**src/rtl/svc_pkg.sv**
```systemverilog
// Constants, register map and setting layout of the settings validity checker.
// Assumes a 200 MHz clock and a single-cycle register port with 8-bit byte addresses.
package svc_pkg;

  localparam int ADDR_W = 8;
  localparam int DATA_W = 32;

  // Register byte offsets
  localparam logic [7:0] OFS_CTRL = 8'h00;
  localparam logic [7:0] OFS_CMD = 8'h04;
  localparam logic [7:0] OFS_STATUS = 8'h08;
  localparam logic [7:0] OFS_POWER = 8'h0c;
  localparam logic [7:0] OFS_VOLT_W1 = 8'h10;
  localparam logic [7:0] OFS_VOLT_W2 = 8'h14;
  localparam logic [7:0] OFS_VOLT_W3 = 8'h18;
  localparam logic [7:0] OFS_CTPRI_W1 = 8'h1c;
  localparam logic [7:0] OFS_CTPRI_W2 = 8'h20;
  localparam logic [7:0] OFS_CTPRI_W3 = 8'h24;
  localparam logic [7:0] OFS_CT_SEC = 8'h28;
  localparam logic [7:0] OFS_ID0 = 8'h2c;
  localparam logic [7:0] OFS_ID2 = 8'h30;
  localparam logic [7:0] OFS_ID10 = 8'h34;
  localparam logic [7:0] OFS_EXT_ASSIGN = 8'h38;
  localparam logic [7:0] OFS_EXT_TMIN = 8'h3c;
  localparam logic [7:0] OFS_EXT_TMAX = 8'h40;

  // Field positions
  localparam int CTRL_THREE_WDG_BIT = 0;
  localparam int CTRL_REFUSE_BIT = 1;
  localparam int CMD_VALUE_EDITING_STATE_START_BIT = 0;
  localparam int CMD_VALUE_EDITING_STATE_EXIT_BIT = 1;
  localparam int CMD_STORE_KBD_BIT = 2;
  localparam int CMD_STORE_IFACE_BIT = 3;
  localparam int ST_EDITING_BIT = 0;
  localparam int ST_BUSY_BIT = 1;
  localparam int ST_MSG_BIT = 2;
  localparam int ST_CODE_LSB = 4;
  localparam int ST_WDG_LSB = 8;
  localparam int ST_COMMITS_LSB = 16;
  localparam int EXT_TIME_EXIT_BIT = 15;
  localparam int EXT_ASSIGN_LOW_BIT = 0;
  localparam int EXT_ASSIGN_HIGH_BIT = 1;

  // Reset values of the settings
  localparam logic [19:0] RST_POWER_KVA = 20'h0439c;
  localparam logic [15:0] RST_VOLT_V = 16'h19c8;
  localparam logic [15:0] RST_CTPRI_A = 16'h05dc;
  localparam logic [7:0] RST_CT_SEC_A = 8'h01;
  localparam logic [11:0] RST_ID0 = 12'h014;
  localparam logic [11:0] RST_ID2 = 12'h028;
  localparam logic [11:0] RST_ID10 = 12'h0c8;
  localparam logic [1:0] RST_EXT_ASSIGN = 2'h3;
  localparam logic [9:0] RST_TMIN = 10'h001;
  localparam logic [9:0] RST_TMAX = 10'h014;

  // Check arithmetic: sqrt(3) in Q10, kVA to VA, Q10 scale
  localparam logic [47:0] SQRT3_Q10 = 48'h0000_0000_06ee;
  localparam logic [47:0] VA_PER_KVA_Q10 = 48'h0000_000f_a000;
  localparam logic [7:0] CT_SEC_LIMIT_A = 8'h05;

  // Timing: hold times count in steps of 0.1 s
  localparam int CLK_PERIOD_NS = 5;
  localparam int TIME_STEP_NS = 100_000_000;
  localparam int TICK_CYCLES = TIME_STEP_NS / CLK_PERIOD_NS;

  typedef enum logic [2:0] {
    ERR_NONE = 3'b000,
    ERR_CT_MISMATCH = 3'b001,
    ERR_CT_RATIO = 3'b010,
    ERR_VOLT_ORDER = 3'b011,
    ERR_CHARACTERISTIC = 3'b100,
    ERR_EXT_BLOCK = 3'b101
  } svc_err_e;

  typedef enum logic [1:0] {
    GRP_NONE = 2'b00,
    GRP_RATED = 2'b01,
    GRP_CHAR = 2'b10,
    GRP_EXT = 2'b11
  } svc_grp_e;

  typedef struct packed {
    logic [19:0] power;
    logic [2:0][15:0] volt;
    logic [2:0][15:0] ctpri;
    logic [7:0] ct_sec;
    logic [11:0] id0;
    logic [11:0] id2;
    logic [11:0] id10;
    logic [1:0] ext_assign;
    logic [9:0] tmin;
    logic tmin_exit;
    logic [9:0] tmax;
    logic tmax_exit;
  } svc_settings_s;

  typedef struct packed {
    logic valid;
    svc_err_e code;
    logic [1:0] winding;
  } svc_report_s;

endpackage

```
**src/rtl/svc_ct_check.sv**
```systemverilog
// Per-winding CT primary rating window against the derived rated current.
// Assumes inputs held stable for one cycle; result registered one cycle later.
module svc_ct_check (
  input wire logic clk,
  input wire logic nrst,
  input wire logic [19:0] power,
  input wire logic [15:0] volt,
  input wire logic [15:0] ctpri,
  output logic ok
);

  logic [47:0] ct_term;
  logic [47:0] rated_term;

  // I_N = S / (sqrt3 * U); compare by cross-multiplication, no divider needed
  assign ct_term = 48'(ctpri) * 48'(volt) * svc_pkg::SQRT3_Q10;
  assign rated_term = 48'(power) * svc_pkg::VA_PER_KVA_Q10;

  always_ff @(posedge clk or negedge nrst) begin
    if (!nrst) begin
      ok <= 1'b0;
    end else begin
      ok <= ({ct_term[45:0], 2'b00} > rated_term) && (ct_term < {rated_term[46:0], 1'b0});
    end
  end

endmodule // svc_ct_check

```
**src/rtl/svc_ext_block.sv**
```systemverilog
// External blocking timer with minimum hold and maximum blocking time.
// Assumes block_in already synchronised; times in 0.1 s steps.
module svc_ext_block #(
  parameter int TICK_CYCLES = svc_pkg::TICK_CYCLES
) (
  input wire logic clk,
  input wire logic nrst,
  input wire logic block_in,
  input wire logic [9:0] tmin,
  input wire logic tmin_exit,
  input wire logic [9:0] tmax,
  input wire logic tmax_exit,
  output logic blocked
);

  logic in_d;
  logic [31:0] presc;
  logic tick;
  logic [9:0] min_cnt;
  logic [9:0] max_cnt;
  logic rise;

  assign rise = block_in && !in_d;
  assign tick = (presc == 32'(TICK_CYCLES - 1));

  // Prescaler restarts on each assertion so hold times start cleanly
  always_ff @(posedge clk or negedge nrst) begin
    if (!nrst) begin
      presc <= 32'h0;
    end else if (rise || tick) begin
      presc <= 32'h0;
    end else begin
      presc <= presc + 32'h1;
    end
  end

  always_ff @(posedge clk or negedge nrst) begin
    if (!nrst) begin
      in_d <= 1'b0;
    end else begin
      in_d <= block_in;
    end
  end

  always_ff @(posedge clk or negedge nrst) begin
    if (!nrst) begin
      min_cnt <= 10'h0;
    end else if (rise) begin
      min_cnt <= tmin_exit ? 10'h0 : tmin;
    end else if (tick && min_cnt != 10'h0) begin
      min_cnt <= min_cnt - 10'h1;
    end
  end

  always_ff @(posedge clk or negedge nrst) begin
    if (!nrst) begin
      max_cnt <= 10'h0;
    end else if (rise) begin
      max_cnt <= tmax;
    end else if (tick && block_in && max_cnt != 10'h0) begin
      max_cnt <= max_cnt - 10'h1;
    end
  end

  always_ff @(posedge clk or negedge nrst) begin
    if (!nrst) begin
      blocked <= 1'b0;
    end else if (block_in || rise) begin
      blocked <= tmax_exit || rise || max_cnt != 10'h0;
    end else begin
      blocked <= min_cnt != 10'h0;
    end
  end

endmodule // svc_ext_block

```
**src/rtl/svc_top.sv**
```systemverilog
// Settings validity checker: shadow settings, ordered checks, commit, external blocking.
// Assumes a single-cycle register port from keyboard or interface firmware, one clock.
//
// Our own choices: the strobed register port and the register offsets.
module svc_top #(
  parameter int TICK_CYCLES = svc_pkg::TICK_CYCLES
) (
  input wire logic clk,
  input wire logic nrst,
  input wire logic [svc_pkg::ADDR_W-1:0] addr,
  input wire logic [svc_pkg::DATA_W-1:0] wdata,
  input wire logic wr,
  input wire logic rd,
  output logic [svc_pkg::DATA_W-1:0] rdata,
  input wire logic ext_block_pin,
  output logic block_low_set_diff_stage,
  output logic block_high_set_diff_stage,
  output logic value_editing_state,
  output svc_pkg::svc_report_s kbd_message,
  output svc_pkg::svc_report_s iface_telegram,
  output svc_pkg::svc_settings_s active_settings
);

  typedef enum logic [2:0] {
    ST_IDLE = 3'b000,
    ST_VALUE_EDITING_STATE = 3'b001,
    ST_RATED = 3'b010,
    ST_WAIT = 3'b011,
    ST_RELATE = 3'b100,
    ST_COMMIT = 3'b101
  } svc_state_e;

  svc_state_e state;
  svc_state_e next_state;
  svc_pkg::svc_settings_s shadow;
  logic three_wdg;
  logic refuse_mode;
  logic src_iface;
  logic [1:0] wdg;
  logic ct_ok;
  logic [15:0] commits;
  svc_pkg::svc_grp_e lock_grp;
  logic cmd_wr;
  logic set_wr;
  logic wr_allowed;
  logic fail;
  svc_pkg::svc_err_e fail_code;
  svc_pkg::svc_err_e rel_code;
  logic ext_sync1;
  logic ext_sync2;
  logic ext_blocked;
  logic [1:0] last_wdg;

  function automatic svc_pkg::svc_grp_e addr_group(input logic [7:0] a);
    case (a)
      svc_pkg::OFS_POWER, svc_pkg::OFS_VOLT_W1, svc_pkg::OFS_VOLT_W2, svc_pkg::OFS_VOLT_W3,
      svc_pkg::OFS_CTPRI_W1, svc_pkg::OFS_CTPRI_W2, svc_pkg::OFS_CTPRI_W3,
      svc_pkg::OFS_CT_SEC: addr_group = svc_pkg::GRP_RATED;
      svc_pkg::OFS_ID0, svc_pkg::OFS_ID2, svc_pkg::OFS_ID10: addr_group = svc_pkg::GRP_CHAR;
      svc_pkg::OFS_EXT_ASSIGN, svc_pkg::OFS_EXT_TMIN,
      svc_pkg::OFS_EXT_TMAX: addr_group = svc_pkg::GRP_EXT;
      default: addr_group = svc_pkg::GRP_NONE;
    endcase
  endfunction

  function automatic svc_pkg::svc_grp_e err_group(input svc_pkg::svc_err_e e);
    case (e)
      svc_pkg::ERR_CT_MISMATCH, svc_pkg::ERR_CT_RATIO,
      svc_pkg::ERR_VOLT_ORDER: err_group = svc_pkg::GRP_RATED;
      svc_pkg::ERR_CHARACTERISTIC: err_group = svc_pkg::GRP_CHAR;
      svc_pkg::ERR_EXT_BLOCK: err_group = svc_pkg::GRP_EXT;
      default: err_group = svc_pkg::GRP_NONE;
    endcase
  endfunction

  assign last_wdg = three_wdg ? 2'd2 : 2'd1;
  assign cmd_wr = wr && addr == svc_pkg::OFS_CMD;
  assign set_wr = wr && addr_group(addr) != svc_pkg::GRP_NONE;
  // Settings are frozen while a check runs so the checked set is the stored set
  assign wr_allowed = (state == ST_IDLE || state == ST_VALUE_EDITING_STATE)
      && (lock_grp == svc_pkg::GRP_NONE || addr_group(addr) == lock_grp);
  assign value_editing_state = state == ST_VALUE_EDITING_STATE;

  svc_ct_check u_ct_check (
    .clk(clk),
    .nrst(nrst),
    .power(shadow.power),
    .volt(shadow.volt[wdg]),
    .ctpri(shadow.ctpri[wdg]),
    .ok(ct_ok)
  );

  // Relations between settings, in fixed priority order
  always_comb begin
    rel_code = svc_pkg::ERR_NONE;
    if (shadow.ct_sec >= svc_pkg::CT_SEC_LIMIT_A) begin
      rel_code = svc_pkg::ERR_CT_RATIO;
    end else if (shadow.volt[0] < shadow.volt[1]) begin
      rel_code = svc_pkg::ERR_VOLT_ORDER;
    end else if (three_wdg && shadow.volt[1] < shadow.volt[2]) begin
      rel_code = svc_pkg::ERR_VOLT_ORDER;
    end else if (shadow.id2 < shadow.id0) begin
      rel_code = svc_pkg::ERR_CHARACTERISTIC;
    end else if ({2'b00, shadow.id2 - shadow.id0, 2'b00} > {2'b00, shadow.id10 - shadow.id2}
        || shadow.id10 < shadow.id2) begin
      // Sector I slope (over 2) must not exceed sector II slope (over 8)
      rel_code = svc_pkg::ERR_CHARACTERISTIC;
    end else if (!shadow.tmin_exit && !shadow.tmax_exit && shadow.tmin > shadow.tmax) begin
      rel_code = svc_pkg::ERR_EXT_BLOCK;
    end
  end

  always_comb begin
    next_state = state;
    fail = 1'b0;
    fail_code = svc_pkg::ERR_NONE;
    case (state)
      ST_IDLE: begin
        if (cmd_wr && wdata[svc_pkg::CMD_STORE_IFACE_BIT]) begin
          next_state = ST_RATED;
        end else if (cmd_wr && wdata[svc_pkg::CMD_VALUE_EDITING_STATE_START_BIT]) begin
          next_state = ST_VALUE_EDITING_STATE;
        end
      end
      ST_VALUE_EDITING_STATE: begin
        if (cmd_wr && wdata[svc_pkg::CMD_STORE_KBD_BIT]) begin
          next_state = ST_RATED;
        end else if (cmd_wr && wdata[svc_pkg::CMD_VALUE_EDITING_STATE_EXIT_BIT]) begin
          next_state = ST_IDLE;
        end
      end
      ST_RATED: next_state = ST_WAIT;
      ST_WAIT: begin
        if (!ct_ok) begin
          fail = 1'b1;
          fail_code = svc_pkg::ERR_CT_MISMATCH;
        end else if (wdg == last_wdg) begin
          next_state = ST_RELATE;
        end else begin
          next_state = ST_RATED;
        end
      end
      ST_RELATE: begin
        if (rel_code != svc_pkg::ERR_NONE) begin
          fail = 1'b1;
          fail_code = rel_code;
        end else begin
          next_state = ST_COMMIT;
        end
      end
      ST_COMMIT: next_state = src_iface ? ST_IDLE : ST_IDLE;
      default: next_state = ST_IDLE;
    endcase
    if (fail) begin
      next_state = src_iface ? ST_IDLE : ST_VALUE_EDITING_STATE;
    end
  end

  always_ff @(posedge clk or negedge nrst) begin
    if (!nrst) begin
      state <= ST_IDLE;
    end else begin
      state <= next_state;
    end
  end

  always_ff @(posedge clk or negedge nrst) begin
    if (!nrst) begin
      src_iface <= 1'b0;
    end else if (state == ST_IDLE && next_state == ST_RATED) begin
      src_iface <= 1'b1;
    end else if (state == ST_VALUE_EDITING_STATE && next_state == ST_RATED) begin
      src_iface <= 1'b0;
    end
  end

  always_ff @(posedge clk or negedge nrst) begin
    if (!nrst) begin
      wdg <= 2'd0;
    end else if (state == ST_WAIT && ct_ok && wdg != last_wdg) begin
      wdg <= wdg + 2'd1;
    end else if (state == ST_IDLE || state == ST_VALUE_EDITING_STATE) begin
      wdg <= 2'd0;
    end
  end

  always_ff @(posedge clk or negedge nrst) begin
    if (!nrst) begin
      three_wdg <= 1'b1;
      refuse_mode <= 1'b0;
    end else if (wr && addr == svc_pkg::OFS_CTRL && state == ST_IDLE) begin
      three_wdg <= wdata[svc_pkg::CTRL_THREE_WDG_BIT];
      refuse_mode <= wdata[svc_pkg::CTRL_REFUSE_BIT];
    end
  end

  // Shadow settings: written by software, restored from the stored set on value_editing_state exit
  always_ff @(posedge clk or negedge nrst) begin
    if (!nrst) begin
      shadow.power <= svc_pkg::RST_POWER_KVA;
      shadow.volt <= {3{svc_pkg::RST_VOLT_V}};
      shadow.ctpri <= {3{svc_pkg::RST_CTPRI_A}};
      shadow.ct_sec <= svc_pkg::RST_CT_SEC_A;
      shadow.id0 <= svc_pkg::RST_ID0;
      shadow.id2 <= svc_pkg::RST_ID2;
      shadow.id10 <= svc_pkg::RST_ID10;
      shadow.ext_assign <= svc_pkg::RST_EXT_ASSIGN;
      shadow.tmin <= svc_pkg::RST_TMIN;
      shadow.tmin_exit <= 1'b0;
      shadow.tmax <= svc_pkg::RST_TMAX;
      shadow.tmax_exit <= 1'b0;
    end else if (state == ST_VALUE_EDITING_STATE && cmd_wr && wdata[svc_pkg::CMD_VALUE_EDITING_STATE_EXIT_BIT]
        && !wdata[svc_pkg::CMD_STORE_KBD_BIT]) begin
      shadow <= active_settings;
    end else if (set_wr && wr_allowed) begin
      case (addr)
        svc_pkg::OFS_POWER: shadow.power <= wdata[19:0];
        svc_pkg::OFS_VOLT_W1: shadow.volt[0] <= wdata[15:0];
        svc_pkg::OFS_VOLT_W2: shadow.volt[1] <= wdata[15:0];
        svc_pkg::OFS_VOLT_W3: shadow.volt[2] <= wdata[15:0];
        svc_pkg::OFS_CTPRI_W1: shadow.ctpri[0] <= wdata[15:0];
        svc_pkg::OFS_CTPRI_W2: shadow.ctpri[1] <= wdata[15:0];
        svc_pkg::OFS_CTPRI_W3: shadow.ctpri[2] <= wdata[15:0];
        svc_pkg::OFS_CT_SEC: shadow.ct_sec <= wdata[7:0];
        svc_pkg::OFS_ID0: shadow.id0 <= wdata[11:0];
        svc_pkg::OFS_ID2: shadow.id2 <= wdata[11:0];
        svc_pkg::OFS_ID10: shadow.id10 <= wdata[11:0];
        svc_pkg::OFS_EXT_ASSIGN: shadow.ext_assign <= wdata[1:0];
        svc_pkg::OFS_EXT_TMIN: begin
          shadow.tmin <= wdata[9:0];
          shadow.tmin_exit <= wdata[svc_pkg::EXT_TIME_EXIT_BIT];
        end
        svc_pkg::OFS_EXT_TMAX: begin
          shadow.tmax <= wdata[9:0];
          shadow.tmax_exit <= wdata[svc_pkg::EXT_TIME_EXIT_BIT];
        end
        default: shadow <= shadow;
      endcase
    end
  end

  // Only a fully checked set reaches the live settings
  always_ff @(posedge clk or negedge nrst) begin
    if (!nrst) begin
      active_settings.power <= svc_pkg::RST_POWER_KVA;
      active_settings.volt <= {3{svc_pkg::RST_VOLT_V}};
      active_settings.ctpri <= {3{svc_pkg::RST_CTPRI_A}};
      active_settings.ct_sec <= svc_pkg::RST_CT_SEC_A;
      active_settings.id0 <= svc_pkg::RST_ID0;
      active_settings.id2 <= svc_pkg::RST_ID2;
      active_settings.id10 <= svc_pkg::RST_ID10;
      active_settings.ext_assign <= svc_pkg::RST_EXT_ASSIGN;
      active_settings.tmin <= svc_pkg::RST_TMIN;
      active_settings.tmin_exit <= 1'b0;
      active_settings.tmax <= svc_pkg::RST_TMAX;
      active_settings.tmax_exit <= 1'b0;
    end else if (state == ST_COMMIT) begin
      active_settings <= shadow;
    end
  end

  always_ff @(posedge clk or negedge nrst) begin
    if (!nrst) begin
      commits <= 16'h0;
    end else if (state == ST_COMMIT) begin
      commits <= commits + 16'h1;
    end
  end

  // Keyboard message stays until the next store attempt or value_editing_state exit
  always_ff @(posedge clk or negedge nrst) begin
    if (!nrst) begin
      kbd_message <= '0;
      lock_grp <= svc_pkg::GRP_NONE;
    end else if (fail && !src_iface) begin
      kbd_message.valid <= 1'b1;
      kbd_message.code <= fail_code;
      kbd_message.winding <= wdg;
      lock_grp <= refuse_mode ? err_group(fail_code) : svc_pkg::GRP_NONE;
    end else if (state == ST_RATED || state == ST_IDLE) begin
      kbd_message.valid <= 1'b0;
      lock_grp <= svc_pkg::GRP_NONE;
    end
  end

  // Telegram is a one-cycle answer to the interface host
  always_ff @(posedge clk or negedge nrst) begin
    if (!nrst) begin
      iface_telegram <= '0;
    end else if (fail && src_iface) begin
      iface_telegram.valid <= 1'b1;
      iface_telegram.code <= fail_code;
      iface_telegram.winding <= wdg;
    end else begin
      iface_telegram.valid <= 1'b0;
    end
  end

  always_ff @(posedge clk or negedge nrst) begin
    if (!nrst) begin
      rdata <= '0;
    end else if (rd) begin
      case (addr)
        svc_pkg::OFS_CTRL: rdata <= 32'({refuse_mode, three_wdg});
        svc_pkg::OFS_STATUS: rdata <= {commits, 6'h0, kbd_message.winding, 1'b0,
            kbd_message.code, 1'b0, kbd_message.valid,
            (state != ST_IDLE && state != ST_VALUE_EDITING_STATE), value_editing_state};
        svc_pkg::OFS_POWER: rdata <= 32'(shadow.power);
        svc_pkg::OFS_VOLT_W1: rdata <= 32'(shadow.volt[0]);
        svc_pkg::OFS_VOLT_W2: rdata <= 32'(shadow.volt[1]);
        svc_pkg::OFS_VOLT_W3: rdata <= 32'(shadow.volt[2]);
        svc_pkg::OFS_CTPRI_W1: rdata <= 32'(shadow.ctpri[0]);
        svc_pkg::OFS_CTPRI_W2: rdata <= 32'(shadow.ctpri[1]);
        svc_pkg::OFS_CTPRI_W3: rdata <= 32'(shadow.ctpri[2]);
        svc_pkg::OFS_CT_SEC: rdata <= 32'(shadow.ct_sec);
        svc_pkg::OFS_ID0: rdata <= 32'(shadow.id0);
        svc_pkg::OFS_ID2: rdata <= 32'(shadow.id2);
        svc_pkg::OFS_ID10: rdata <= 32'(shadow.id10);
        svc_pkg::OFS_EXT_ASSIGN: rdata <= 32'(shadow.ext_assign);
        svc_pkg::OFS_EXT_TMIN: rdata <= 32'({shadow.tmin_exit, 5'h0, shadow.tmin});
        svc_pkg::OFS_EXT_TMAX: rdata <= 32'({shadow.tmax_exit, 5'h0, shadow.tmax});
        default: rdata <= '0;
      endcase
    end else begin
      rdata <= '0;
    end
  end

  // Blocking input is asynchronous to clk
  always_ff @(posedge clk or negedge nrst) begin
    if (!nrst) begin
      ext_sync1 <= 1'b0;
      ext_sync2 <= 1'b0;
    end else begin
      ext_sync1 <= ext_block_pin;
      ext_sync2 <= ext_sync1;
    end
  end

  svc_ext_block #(
    .TICK_CYCLES(TICK_CYCLES)
  ) u_ext_block (
    .clk(clk),
    .nrst(nrst),
    .block_in(ext_sync2),
    .tmin(active_settings.tmin),
    .tmin_exit(active_settings.tmin_exit),
    .tmax(active_settings.tmax),
    .tmax_exit(active_settings.tmax_exit),
    .blocked(ext_blocked)
  );

  always_ff @(posedge clk or negedge nrst) begin
    if (!nrst) begin
      block_low_set_diff_stage <= 1'b0;
      block_high_set_diff_stage <= 1'b0;
    end else begin
      // Stage A is low-set, stage B high-set
      block_low_set_diff_stage <= ext_blocked
          && active_settings.ext_assign[svc_pkg::EXT_ASSIGN_LOW_BIT];
      block_high_set_diff_stage <= ext_blocked
          && active_settings.ext_assign[svc_pkg::EXT_ASSIGN_HIGH_BIT];
    end
  end

endmodule // svc_top

```
**config.mk**
```make
export PLATFORM = sky130hd
export DESIGN_NAME = svc_top
export DESIGN_NICKNAME = d
export VERILOG_FILES = /design/src/rtl/svc_pkg.sv /design/src/rtl/svc_ct_check.sv /design/src/rtl/svc_ext_block.sv /design/src/rtl/svc_top.sv
export SDC_FILE = /design/constraint.sdc
export NUM_CORES = 2
export LEC_CHECK = 0
export ABC_AREA = 1
export BUFFER_PORTS_ARGS = -buffer_cell sky130_fd_sc_hd__clkbuf_2
export CAP_MARGIN = 5
export CORE_ASPECT_RATIO = 1.25
export CORE_MARGIN = 4
export CORE_UTILIZATION = 39
export DETAILED_ROUTE_END_ITERATION = 10
export REMOVE_ABC_BUFFERS = 1
export SYNTH_ARGS = -nofsm -noshare
export SYNTH_HDL_FRONTEND = slang
export SYNTH_SLANG_ARGS = --single-unit
```
**constraint.sdc**
```tcl
create_clock -name clk -period 14.13 [get_ports clk]
set_clock_uncertainty 0.1 [all_clocks]
set_input_delay 2.826 -clock clk [delete_from_list [all_inputs] [get_ports clk]]
set_output_delay 2.826 -clock clk [all_outputs]
set_load 0.005 [all_outputs]
```
==> metrics.yaml <==
global_route:
  antenna_found_initial: 1
  grt_max_degree: 160
  grt_overflow: 0
  grt_pass1_wl_um: 241000
  grt_pass1_vias: 39532
  grt_use_total: 0.2541
worst_setup_path:
  criticalPathCategory: "register to register"
  cp_max_fo: 16
  rrSetupSlack_ps: 910
  critPathLaunchType: "register"
  worstRegToRegCells: 56
  worst_path_max_delay_cell: "fa_1"
  cp.arrival_ps: 13570
  r2r-start: "wdg[1]"
  reg2reg_to: "u_ct_check.ok"
  cpMostUsedCell: "fa_1"
  critPathCaptureType: "register"
  slowest_delay_ps: 580
  crit_start: "wdg[1]"
  cp_data_required_time_ps: 14470
sta:
  period_minus_slack_ps: 13220
  setup_viol: 0
  slew_headroom: 0.2064
  holdWs_ps: 258.8
  fin_crit_sh: 0.9359
  fin_ws_ps: 906.3
  hold_viol: 0
  fin_setup_tns_ps: 0
  rsz0062_at_grt: "false"
  fmax_ghz: 0.07562
  slew_violations: 0
  tightestPinTransition_ps: 1187
floorplan:
  die_y_um: 391.7
  die_w_um: 315.0
  die_area_um2: 123400
  pin_count: 276
  core_area_um2: 116800
  initial_utilization: 0.3932
  std_cell_rows: 140
routing:
  first_iter_violations: 3157
  wl_per_cell_um: 21.24
  post_drt_via_cell_ratio: 5.303
  drt-total-wl_um: 157600
  vias: 39339
  drt_first_pass_iters: 6
  route.detailed.drc: 0
  ant_nets: 0
yosys:
  yosysUniqueCellTypes: 58
  synth_edf_count: 0
  ys_warn_count: 0
  postSynthAreaPerCell_um2: 8.196
  synth_most_common_cell: "nand2_1"
  synthDominantCellAreaShare: 0.2059
  synth.area.top_cells: "dfrtp_1 21%, fa_1 19%, ha_1 11%"
  netlist_top_cells_count: "1287 x nand2_1, 1042 x inv_1, 433 x fa_1, 402 x ha_1, 378 x dfrtp_1"
  synth_top_flop_cell: "dfrtp_1"
  synth-seq-cells: 497
  synth-seq-area-share: 0.2739
  ys_async_sr_fraction: 1.000
  syn_area_um2: 45950
  synthCells: 5606
  yosysTopAreaCell: "dfrtp_1"
place:
  hpwl_um: 125200
  dp_worst_setup_slack_ps: 471.5
  gp_congestion: 0.9784
  io_buffers: 263
clock_tree:
  clkLatencyLatePin_ps: 600
  cts_tree: "yes"
  h-tree-depth: 2
  cts_buffer_depth: 3
  cts.reportedPaths.clkPinSlew_ps: 70
  cts_hold_buf: 0
  cts_sinks: 497
  cts_root_buffer: "clkbuf_16"
  cts_made_buffers: 46
cells_and_area:
  multi_input_area_um2: 28670
  finalNetCount: 6698
  seqCellArea_um2: 12590
  area_delta_synth_final_pct: 10.65
  fillers: 11724
  utilization: 0.4351
  drive_gt1_frac: 0.1018
power_and_ir_drop:
  vdd_ir_drop_max_uv: 90.66
  p_leak_nw: 26.19
  power_density_nw_per_um2: 62.90
  p_total_mw: 3.197
flow_run:
  cap_violations: 0
status:
  status: "finished, final reports clean"
worst_hold_path:
  hold_depth: 0
  hp-class: "register to register"
  hold_path_end: "ext_sync2"
  holdCritStartpoint: "ext_sync1"
cells in the final DEF (no fill, tap or decap), types with 6 or more instances in the layout:
cell type	count
a211oi_1	13
a21o_1	9
a21oi_1	203
a221oi_1	18
a22oi_1	22
a31oi_1	17
buf_4	91
clkbuf_1	15
clkbuf_16	47
clkbuf_2	262
clkbuf_8	6
dfrtp_1	378
dfstp_2	119
fa_1	433
ha_1	402
inv_1	1038
nand2_1	1285
nand3_1	323
nand3b_1	6
nand4_1	58
nor2_1	227
nor2_2	8
nor3_1	69
nor4_1	21
o2111ai_1	7
o211ai_1	155
o21ai_0	282
o21ai_1	26
o21bai_1	13
o221ai_1	15
o22ai_1	49
xnor2_1	41
xor2_1	93
metal layers:
metal | track usage | vias to the layer above | part of all wire
li1 | - | 18406 | -
met2 | 0.4339 | 1221 | 0.49
met3 | 0.03523 | 283 | 0.059
met1 | 0.3216 | 19427 | 0.40
met5 | 0 | - | 0.000089
met4 | 0.1102 | 2 | 0.050
sequential cells by signal, summed over array words and instances, names as in the netlist, 2 cells and up:
name and flops:
shadow 184, lock_grp 2, wdg 2, kbd_message 6
u_ext_block.presc 32, u_ext_block.max_cnt 10, commits 16, rdata 32
state 3, u_ext_block.min_cnt 10, iface_telegram 6, active_settings 184
layout make-up:
class | instances | area share
inverter | 1046 | 0.07763
sequential | 497 | 0.2476
tap | 1562 | 0.03844
timing repair buffer | 362 | 0.04182
multi-input combinational | 3865 | 0.5640
clock inverter | 17 | 0.004627
antenna | 1 | 0.00004922
clock buffer | 68 | 0.02587
critical path, delay by kind of cell, from the launching register on:
family | cells | cell delay [ps]
compound gates | 8 | 1390
xor+xnor | 2 | 290
fa+ha+maj | 14 | 6770
buf+inv | 14 | 1720
flops | 1 | 400
simple gates | 18 | 2360
worst max path at each step:
stage	cells after the start	slack [ps]	endpoint
after detailed placement	54	470	u_ct_check.ok
after global routing	58	30	u_ct_check.ok
after global placement	54	500	u_ct_check.ok
after floorplan	48	1390	u_ct_check.ok
after CTS	54	420	u_ct_check.ok
final	56	910	u_ct_check.ok
kinds of logic after synthesis:
logic type                 synth area share
and+or+nand+nor                      0.1837
xor gates and xnor gates            0.02631
buffers and inverters                0.1039
adders and majority gates            0.2981
DFF                                  0.2739
AOI/OAI and AO/OA                    0.1141
per-stage QoR:
stage               std cells  cell area, um2
finish                   7418           50840
global route             7417           50840
CTS                      7415           50730
detailed placement       7330           49180
global placement         7330           49180
floorplan                5408           45100
power by group:
| part | total (mW) | switching [mW] | internal, mW |
|---|---|---|---|
| clock | 1.33 | 0.589 | 0.741 |
| sequential | 1.49 | 0.0303 | 1.45 |
| combinational | 0.382 | 0.260 | 0.122 |
what timing repair did:
action / 4_1_cts / 5_1_grt
gates resized for setup: 0 / 25
endpoints found under the setup margin: 0 / 1
hold endpoints to repair: 0 / 0
buffers inserted: 0 / 2
Power figures use the tool's default switching activity.
